`src/shared/mmr_map.svh`:
```
// Offsets, field positions, reset values, code tables and response codes of the measurement bank
// Operation
// [RQ1] Supply current: signed 32-bit, 2^27 scaled, gain-dependent
// [RQ2] Three phase currents: signed 32-bit, same scaling
// [RQ3] Current-sense gain code: 16-bit read-only, 0..3
// [RQ4] Voltage range code: 16-bit read-only, 0..2
// [RQ5] Supply voltage: 32-bit, times 60 over 2^27
// [RQ6] Phase voltages captured during spinning-motor detection
// [RQ7] Gain code register resets to zero
// [RQ8] Software writes to the bank are ignored
`ifndef MMR_MAP_SVH
`define MMR_MAP_SVH
// Printed offsets are not all multiples of four: these are indices
`define MMR_IDX_SUPPLY_CURRENT  12'h40e
`define MMR_IDX_PHASE_A_CURRENT 12'h43c
`define MMR_IDX_PHASE_B_CURRENT 12'h43e
`define MMR_IDX_PHASE_C_CURRENT 12'h440
`define MMR_IDX_GAIN_CODE       12'h450
`define MMR_IDX_RANGE_CODE      12'h458
`define MMR_IDX_SUPPLY_VOLTAGE  12'h45c
`define MMR_IDX_PHASE_A_VOLTAGE 12'h460
`define MMR_IDX_PHASE_B_VOLTAGE 12'h462
`define MMR_IDX_PHASE_C_VOLTAGE 12'h464
`define MMR_ADDR_W              14
`define MMR_IDX_LSB             2
`define MMR_WORD_RESET          32'h00000000
`define MMR_CODE_RESET          16'h0000
`define MMR_CODE_W              16
`define MMR_FRAC_BITS           27
`define MMR_GAIN_40             16'h0000
`define MMR_GAIN_20             16'h0001
`define MMR_GAIN_10             16'h0002
`define MMR_GAIN_5              16'h0003
`define MMR_RANGE_15            16'h0000
`define MMR_RANGE_30            16'h0001
`define MMR_RANGE_60            16'h0002
`define MMR_RESP_OKAY           2'h0
`define MMR_RESP_SLVERR         2'h2
`define MMR_RESP_DECERR         2'h3
`endif

```
`src/shared/mmr_pkg.sv`:
```
// Types of the measurement readback bank
package mmr_pkg;
    typedef enum logic [1:0] {
        mmr_idle_type_e = 2'h0,
        mmr_resp_type_e = 2'h1
    } mmr_phase_type;

    typedef struct packed {
        logic [31:0] supply_current;
        logic [31:0] phase_a_current;
        logic [31:0] phase_b_current;
        logic [31:0] phase_c_current;
        logic [15:0] gain_code;
        logic [15:0] range_code;
        logic [31:0] supply_voltage;
    } mmr_live_type;
endpackage : mmr_pkg

```
`src/hw/mmr_readback_regs.sv`:
```
// AXI4-Lite read-only measurement bank of the motor controller
//
// Our own choice: the AXI4-Lite slave port.
`timescale 1ns/100ps
`include "mmr_map.svh"
module mmr_readback_regs (
    input  wire logic        aclk,
    input  wire logic        aresetn,
    // Values from the motor-control algorithm
    input  wire logic        meas_valid,
    input  wire logic [31:0] supply_current_in,
    input  wire logic [31:0] phase_a_current_in,
    input  wire logic [31:0] phase_b_current_in,
    input  wire logic [31:0] phase_c_current_in,
    input  wire logic [1:0]  gain_code_in,
    input  wire logic [1:0]  range_code_in,
    input  wire logic [31:0] supply_voltage_in,
    input  wire logic        spinning_motor_detection,
    input  wire logic [31:0] phase_a_voltage_in,
    input  wire logic [31:0] phase_b_voltage_in,
    input  wire logic [31:0] phase_c_voltage_in,
    // AXI4-Lite slave
    input  wire logic [13:0] s_axi_awaddr,
    input  wire logic [2:0]  s_axi_awprot,
    input  wire logic        s_axi_awvalid,
    output logic             s_axi_awready,
    input  wire logic [31:0] s_axi_wdata,
    input  wire logic [3:0]  s_axi_wstrb,
    input  wire logic        s_axi_wvalid,
    output logic             s_axi_wready,
    output logic      [1:0]  s_axi_bresp,
    output logic             s_axi_bvalid,
    input  wire logic        s_axi_bready,
    input  wire logic [13:0] s_axi_araddr,
    input  wire logic [2:0]  s_axi_arprot,
    input  wire logic        s_axi_arvalid,
    output logic             s_axi_arready,
    output logic      [31:0] s_axi_rdata,
    output logic      [1:0]  s_axi_rresp,
    output logic             s_axi_rvalid,
    input  wire logic        s_axi_rready
);
    typedef struct packed {
        mmr_pkg::mmr_live_type live;
        logic                  aw_done;
        logic                  w_done;
        logic                  awready;
        logic                  wready;
        logic                  bvalid;
        logic [1:0]            bresp;
        logic                  arready;
        logic                  rpend;
        logic                  rvalid;
        logic [31:0]           rdata;
        logic [1:0]            rresp;
        logic                  rcap;
        logic [31:0]           rlocal;
        logic                  rmapped;
    } mmr_state_type;

    mmr_state_type state;
    mmr_state_type next_state;

    logic [11:0] rd_idx;
    logic [11:0] wr_idx;
    logic [1:0]  cap_sel;
    logic [31:0] cap_rdata;
    logic        ar_take;
    logic        wr_hit;

    assign rd_idx = s_axi_araddr[`MMR_ADDR_W-1:`MMR_IDX_LSB];
    assign wr_idx = s_axi_awaddr[`MMR_ADDR_W-1:`MMR_IDX_LSB];
    assign ar_take = s_axi_arvalid && state.arready;

    always_comb begin
        case (rd_idx)
            `MMR_IDX_PHASE_A_VOLTAGE: cap_sel = 2'h0;
            `MMR_IDX_PHASE_B_VOLTAGE: cap_sel = 2'h1;
            `MMR_IDX_PHASE_C_VOLTAGE: cap_sel = 2'h2;
            default:                  cap_sel = 2'h3;
        endcase
    end

    mmr_phase_capture u_capture (
        .aclk                     (aclk),
        .aresetn                  (aresetn),
        .spinning_motor_detection (spinning_motor_detection),
        .sample_valid             (meas_valid),
        .phase_a_in               (phase_a_voltage_in),
        .phase_b_in               (phase_b_voltage_in),
        .phase_c_in               (phase_c_voltage_in),
        .sel                      (cap_sel),
        .rdata                    (cap_rdata)
    );

    always_comb begin
        wr_hit = 1'b0;
        case (wr_idx)
            `MMR_IDX_SUPPLY_CURRENT, `MMR_IDX_PHASE_A_CURRENT, `MMR_IDX_PHASE_B_CURRENT,
            `MMR_IDX_PHASE_C_CURRENT, `MMR_IDX_GAIN_CODE, `MMR_IDX_RANGE_CODE,
            `MMR_IDX_SUPPLY_VOLTAGE, `MMR_IDX_PHASE_A_VOLTAGE, `MMR_IDX_PHASE_B_VOLTAGE,
            `MMR_IDX_PHASE_C_VOLTAGE: wr_hit = 1'b1;
            default: wr_hit = 1'b0;
        endcase
    end

    always_comb begin
        next_state = state;
        // Algorithm updates; software has no path into these fields
        if (meas_valid) begin
            next_state.live.supply_current  = supply_current_in;  // RQ1
            next_state.live.phase_a_current = phase_a_current_in; // RQ2
            next_state.live.phase_b_current = phase_b_current_in; // RQ2
            next_state.live.phase_c_current = phase_c_current_in; // RQ2
            next_state.live.gain_code  = {14'h0000, gain_code_in};  // RQ3
            next_state.live.range_code = (range_code_in == 2'h3) ? state.live.range_code
                                       : {14'h0000, range_code_in}; // RQ4
            next_state.live.supply_voltage = supply_voltage_in; // RQ5
        end

        // Write channel: accepted and answered, data dropped
        next_state.awready = !state.aw_done && !state.bvalid;
        next_state.wready  = !state.w_done && !state.bvalid;
        if (s_axi_awvalid && state.awready) begin
            next_state.aw_done = 1'b1;
            next_state.awready = 1'b0;
            next_state.bresp = wr_hit ? `MMR_RESP_SLVERR : `MMR_RESP_DECERR; // RQ8
        end
        if (s_axi_wvalid && state.wready) begin
            next_state.w_done = 1'b1;
            next_state.wready = 1'b0;
        end
        if (next_state.aw_done && next_state.w_done && !state.bvalid) begin
            next_state.bvalid  = 1'b1;
            next_state.aw_done = 1'b0;
            next_state.w_done  = 1'b0;
            next_state.awready = 1'b0;
            next_state.wready  = 1'b0;
        end
        if (state.bvalid && s_axi_bready) begin
            next_state.bvalid = 1'b0;
        end

        // Read channel: decode, then merge with captured phase voltages
        next_state.arready = !state.rpend && !state.rvalid && !ar_take;
        if (ar_take) begin
            next_state.rpend = 1'b1;
            next_state.rcap = (cap_sel != 2'h3);
            next_state.rmapped = 1'b1;
            case (rd_idx)
                `MMR_IDX_SUPPLY_CURRENT:  next_state.rlocal = state.live.supply_current;
                `MMR_IDX_PHASE_A_CURRENT: next_state.rlocal = state.live.phase_a_current;
                `MMR_IDX_PHASE_B_CURRENT: next_state.rlocal = state.live.phase_b_current;
                `MMR_IDX_PHASE_C_CURRENT: next_state.rlocal = state.live.phase_c_current;
                `MMR_IDX_GAIN_CODE:       next_state.rlocal = {16'h0000, state.live.gain_code};
                `MMR_IDX_RANGE_CODE:      next_state.rlocal = {16'h0000, state.live.range_code};
                `MMR_IDX_SUPPLY_VOLTAGE:  next_state.rlocal = state.live.supply_voltage;
                `MMR_IDX_PHASE_A_VOLTAGE, `MMR_IDX_PHASE_B_VOLTAGE,
                `MMR_IDX_PHASE_C_VOLTAGE: next_state.rlocal = `MMR_WORD_RESET;
                default: begin
                    next_state.rlocal  = `MMR_WORD_RESET;
                    next_state.rmapped = 1'b0;
                end
            endcase
        end
        if (state.rpend) begin
            next_state.rpend  = 1'b0;
            next_state.rvalid = 1'b1;
            next_state.rdata  = state.rcap ? cap_rdata : state.rlocal; // RQ6
            next_state.rresp  = state.rmapped ? `MMR_RESP_OKAY : `MMR_RESP_DECERR;
        end
        if (state.rvalid && s_axi_rready) begin
            next_state.rvalid  = 1'b0;
            next_state.arready = 1'b1;
        end
    end

    always_ff @(posedge aclk) begin
        if (!aresetn) begin
            state <= '0;
            state.live.gain_code  <= `MMR_CODE_RESET; // RQ7
            state.live.range_code <= `MMR_CODE_RESET;
        end else begin
            state <= next_state;
        end
    end

    assign s_axi_awready = state.awready;
    assign s_axi_wready  = state.wready;
    assign s_axi_bvalid  = state.bvalid;
    assign s_axi_bresp   = state.bresp;
    assign s_axi_arready = state.arready;
    assign s_axi_rvalid  = state.rvalid;
    assign s_axi_rdata   = state.rdata;
    assign s_axi_rresp   = state.rresp;
endmodule : mmr_readback_regs

```
`src/hw/mmr_phase_capture.sv`:
```
// Phase voltage capture registers, loaded only during spinning-motor detection
`timescale 1ns/100ps
`include "mmr_map.svh"
module mmr_phase_capture (
    input  wire logic        aclk,
    input  wire logic        aresetn,
    input  wire logic        spinning_motor_detection,
    input  wire logic        sample_valid,
    input  wire logic [31:0] phase_a_in,
    input  wire logic [31:0] phase_b_in,
    input  wire logic [31:0] phase_c_in,
    input  wire logic [1:0]  sel,
    output logic      [31:0] rdata
);
    typedef struct packed {
        logic [31:0] va;
        logic [31:0] vb;
        logic [31:0] vc;
        logic [31:0] rdata;
    } mmr_cap_type;

    mmr_cap_type state;
    mmr_cap_type next_state;

    always_comb begin
        next_state = state;
        if (spinning_motor_detection && sample_valid) begin // RQ6
            next_state.va = phase_a_in;
            next_state.vb = phase_b_in;
            next_state.vc = phase_c_in;
        end
        case (sel)
            2'h0: next_state.rdata = state.va;
            2'h1: next_state.rdata = state.vb;
            2'h2: next_state.rdata = state.vc;
            default: next_state.rdata = `MMR_WORD_RESET;
        endcase
    end

    always_ff @(posedge aclk) begin
        if (!aresetn) begin
            state <= '0;
        end else begin
            state <= next_state;
        end
    end

    assign rdata = state.rdata;
endmodule : mmr_phase_capture

```
`config.mk`:
```
export PLATFORM = sky130hd
export DESIGN_NAME = mmr_readback_regs
export DESIGN_NICKNAME = d
export VERILOG_FILES = /design/src/shared/mmr_pkg.sv /design/src/hw/mmr_readback_regs.sv /design/src/hw/mmr_phase_capture.sv
export VERILOG_INCLUDE_DIRS = /design/src /design/src/shared
export SDC_FILE = /design/constraint.sdc
export NUM_CORES = 1
export LEC_CHECK = 0
export BUFFER_PORTS_ARGS = -buffer_cell sky130_fd_sc_hd__buf_2
export CAP_MARGIN = 20
export CELL_PAD_IN_SITES_DETAIL_PLACEMENT = 1
export CELL_PAD_IN_SITES_GLOBAL_PLACEMENT = 1
export CORE_MARGIN = 2
export CORE_UTILIZATION = 40
export DETAILED_ROUTE_END_ITERATION = 12
export PLACE_DENSITY_LB_ADDON = 0.15
export SYNTH_ARGS = -nofsm -noshare
export SYNTH_HDL_FRONTEND = slang
export SYNTH_SLANG_ARGS = --single-unit
```
`constraint.sdc`:
```
create_clock -name aclk -period 1.8 [get_ports aclk]
set_input_delay 0.18 -clock aclk [delete_from_list [all_inputs] [get_ports aclk]]
set_output_delay 0.18 -clock aclk [all_outputs]
set_load 0.01 [all_outputs]
```
After elaboration in Yosys (flattened, before gate mapping). Cells that the tools add are included.

Eq/ne operators: 24. Reduce and logical (&&, ||, !) cells: 28. Bitwise logic cells: 2. Mux-type cells: 12.

Operators with widths (count): $eq 12x11->1 const B (20); $pmux 32 s7 (1); $pmux 32 s3 (1); $mux 32 (1); $reduce_or 10->1 (2); $logic_and 1x1->1 (12); $reduce_or 2->1 (4); $mux 1 (7); $logic_not 1->1 (6); $pmux 2 s3 (1); $reduce_or 3->1 (2); $eq 2x2->1 const B (2); $eq 2x1->1 const B (1); $logic_not 2->1 (1); $mux 2 (1); $ne 2x2->1 const B (1); $not 1->1 (2); $reduce_and 2->1 (1).

Input port bits: 339. Output and inout bits: 41. Bits in registers: 370.

Longest topological paths before layout.
Depth after elaboration: 5. Gate-level depth with buffers: 8. Mapped depth without buffers: 5.

By module. A second synthesis with hierarchy kept.

Cells, all modules: 1683. Area, all modules: 16448.3 um2.

By module, submodules not included: mmr_readback_regs (cells an instance 1070, area an instance 10644.0 um2, sequential area each 4824.6 um2, instances 1); mmr_phase_capture (cells an instance 613, area an instance 5804.3 um2, sequential area each 2562.5 um2, instances 1).

Worst setup path after synthesis. No wires, ideal clock.

Path type: input-to-reg. Start: input port s_axi_araddr[4]. End: register state[21] (netlist name). Stages: 8. Arrival: 1393 ps. Data required time: 1681 ps. Setup slack: 288 ps. Library setup time: 119 ps. Path through: buf_2 -> and4bb_1 -> and4_1 -> buf_2 -> buf_6 -> a22o_1 -> a211oi_1 -> o21ai_1.

Word-level cells in the longest chain between the ends: 2. Elaborated cells on any way between the ends: 8.

RTL lines: start: declaration (RTL line mmr_readback_regs.sv:34) `input wire logic [13:0] s_axi_araddr,`; $eq 12x11->1 (RTL line mmr_readback_regs.sv:150) `case (rd_idx)`; $pmux 32 s7 (*) (RTL line mmr_readback_regs.sv:150); end signal: assignment (RTL line mmr_readback_regs.sv:184) `state <= next_state;`; end: declaration (RTL line mmr_readback_regs.sv:61) `mmr_state_type state;`.

Every way passes the cells marked *; elsewhere a longest branch is shown, timed or not. A chain may end at the register's enable or synchronous reset.

Final worst setup path.
Start: register state, in the netlist s_axi_awready. End: register state, in the netlist s_axi_bresp[0].

Word-level cells in the longest chain between the ends: 1.

RTL lines: $logic_and 1x1->1 (RTL line mmr_readback_regs.sv:124) `if (s_axi_awvalid && state.awready) begin`.

Every way passes these cells.

==> results.py <==
metrics = {
    "timing": {
        "min_period_ps": 1710,
        "setup_violations": 0,
        "skew_ps": 17.9,
        "post-route-period-util": 0.951,
        "finalHoldViolCount": 0,
        "relSlewSlack": 0.493,
        "tightest_slew_ps": 761,
        "finalMaxSlewViolations": 0,
        "hold_ws_ps": 10.7,
        "fmax_mhz": 584,
    },
    "floorplan": {
        "fp.dieW_um": 200,
        "coreArea_um2": 37800,
        "row_count": 71,
        "start_util": 0.406,
        "ioPinCount": 380,
        "die_h_um": 200,
        "dieArea_um2": 39900,
    },
    "place": {
        "postPlaceCellArea_um2": 17600,
        "portBuffers": 333,
        "hpwl_um": 33500,
        "gp_congestion": 0.848,
    },
    "routing": {
        "antenna_left": 0,
        "firstDrtPassIters": 7,
        "num_vias": 13975,
        "post_drt_wl_per_cell_um": 20.6,
        "via_per_inst": 5.20,
        "drtIter0Drc": 677,
        "routed_wirelength_um": 55500,
        "post-route-drc-count": 0,
    },
    "synthesis": {
        "synth-seq-area-share": 0.482,
        "yosys.area.top_type_share": 0.482,
        "synth_async_sr_flop_share": 0,
        "ys_seq_elements": 369,
        "synth.most_common_cell": "dfxtp_1",
        "synth_cells": 1592,
        "synth_top_cell_by_area": "dfxtp_1",
        "avgSynthCellArea_um2": 9.63,
        "synth_edf_count": 0,
        "synth_cell_type_count": 50,
        "synth_nets": 1931,
        "synth_area_um2": 15300,
        "synthTopCellsByArea": "dfxtp_1, mux2i_1, nor2b_1",
        "ys_top_cells_by_count": "dfxtp_1, nand2_1, mux2i_1",
        "synth_flop_cell": "dfxtp_1",
        "synth_warnings": 0,
    },
    "worst_setup_path": {
        "crit_required_ps": 2250,
        "crit_type": "flip-flop to flip-flop",
        "cp_data_arrival_time_ps": 2160,
        "cp-end-kind": "flip-flop",
        "path_cells": "and2_2 -> nand3_1 -> a2111oi_4 -> a21oi_2 -> dlygate4sd3_1",
        "cp_slowest_stage_delay_ps": 550,
        "crit_fanout": 5,
        "cp_slowest_cell": "dlygate4sd3_1",
        "ff2ff_path_depth": 5,
        "start_kind": "flip-flop",
    },
    "status": {
        "status": "completed",
    },
    "global_route": {
        "antenna_found_initial": 7,
        "overflow": 0,
        "grt_pass1_vias": 15447,
        "grt_pass1_wl_um": 83700,
        "grt_usage": 0.273,
        "grt_max_degree": 105,
    },
    "cts": {
        "ctsHtreeMaxLevel": 2,
        "clk_latency_ps": 570,
        "cts_buffer_depth": 3,
        "numCtsBuffers": 43,
        "cts_root_buf": "clkbuf_16",
        "clkSinkCount": 369,
        "cts_tree": "done",
        "clkTransAtPathRegs_ps": 60,
    },
    "cells_and_area": {
        "nets": 2479,
        "drive_above_1_share": 0.226,
        "fin_area_um2": 21700,
        "area_growth_pct": 41.5,
    },
    "pwr": {
        "fin_total_pwr_uw": 19600,
        "power_density_nw_per_um2": 901,
        "leakagePower_uw": 0.00919,
        "vdd_drop_max_mv": 0.762,
    },
    "flow_run": {
        "maxCapViolCount": 0,
    },
    "min_path": {
        "min_path_type": "input port to flip-flop",
        "holdPathStages": 3,
    },
}
[path summary, 6_finish.rpt]
path	from	end	slack, ps
setup / recovery	s_axi_awready	s_axi_bresp[0]	90
hold / removal	s_axi_awvalid	s_axi_bresp[1]	10
setup reg to reg	s_axi_awready	s_axi_bresp[0]	90
hold reg to reg	state[27]	state[27]	460
[layer usage]
metal | part of all wire | wire length, um | vias to the layer above | track usage
met3 | 0.042 | 2300 | 182 | 0.0444
li1 | - | - | 6580 | -
met5 | 0.00020 | 11 | - | 0
met2 | 0.52 | 28700 | 395 | 0.507
met1 | 0.38 | 21400 | 6816 | 0.291
met4 | 0.056 | 3080 | 2 | 0.162
[cell families (layout without fill, tap and decap cells)]
| kind of cell | count (synthesis) | count (layout) | synth area share |
|---|---|---|---|
| AO/OA/AOI/OAI | 317 | 317 | 0.163 |
| XOR/XNOR | 1 | 1 | 0.000571 |
| buffers and inverters | 169 | 748 | 0.0577 |
| flip-flops | 369 | 369 | 0.482 |
| multiplexers | 199 | 199 | 0.130 |
| other | 0 | 6 | 0 |
| AND/OR/NAND/NOR | 537 | 537 | 0.167 |
[state kept, by name, summed over array words and instances (netlist names)]
| signal | count |
|---|---|
| state | 201 |
| u_capture.state | 96 |
| s_axi_rdata | 32 |
| u_capture.rdata | 32 |
| s_axi_bresp | 2 |
| s_axi_arready | 1 |
| s_axi_awready | 1 |
| s_axi_bvalid | 1 |
| s_axi_rresp | 1 |
| s_axi_rvalid | 1 |
| s_axi_wready | 1 |
[metrics by stage]
step | setup TNS, ps | worst slack [ps] | std cells | utilization
finish | 0 | 87.4 | 2688 | 0.575
global route | -4.01 | -4.01 | 2688 | 0.575
floorplan | 0 | 288 | 1592 | -
global placement | -359 | -140 | 2341 | 0.467
CTS | 0 | 38.6 | 2683 | 0.574
detailed placement | -504 | -162 | 2341 | 0.467
[final cells by class]
class | count | area, um^2
multi-input cells | 1054 | 7110
clock inverters | 6 | 51.3
well taps | 511 | 639
clock buffers | 70 | 1340
inverters | 3 | 11.3
fillers | 4228 | 16100
flip-flops and latches | 369 | 7390
diodes | 6 | 15.0
repair buffers | 669 | 5150
[cells in the final DEF, fill, tap and decap left out, types with 3 or more instances in the layout]
cell and n:
a211oi_1 29, a21boi_0 96, a21oi_1 6, a222oi_1 34, a22o_1 31, a22oi_1 34
and2_1 4, and2_2 3, and3_1 4, buf_12 22, buf_2 331, buf_4 49
clkbuf_1 12, clkbuf_16 44, clkbuf_8 15, dfxtp_1 367, diode_2 6, dlygate4sd3_1 265
inv_1 3, mux2_2 3, mux2i_1 196, nand2_1 260, nand2b_1 4, nand3_1 3
nor2_1 72, nor2b_1 165, nor3_1 5, o211a_1 35, o21a_1 5, o21ai_0 6
o21ai_1 29
[critical path: cells and delay by family, from the launching register on]
family	cells	cell delay, ps
buf+inv	1	550
compound gates	2	420
simple gates	2	320
flops	1	310
[power breakdown]
part	switching, uW	internal, uW
sequential	233	8550
combinational	997	1170
clock	3530	5080
[what timing repair did]
item                                    in CTS  in global routing
endpoints found under the hold margin      266                  0
setup buffers                                0                  0
endpoints found under the setup margin       0                  1
gates resized for setup                      0                  5
hold buffers                               266                  0
Power figures use the tool's default switching activity.
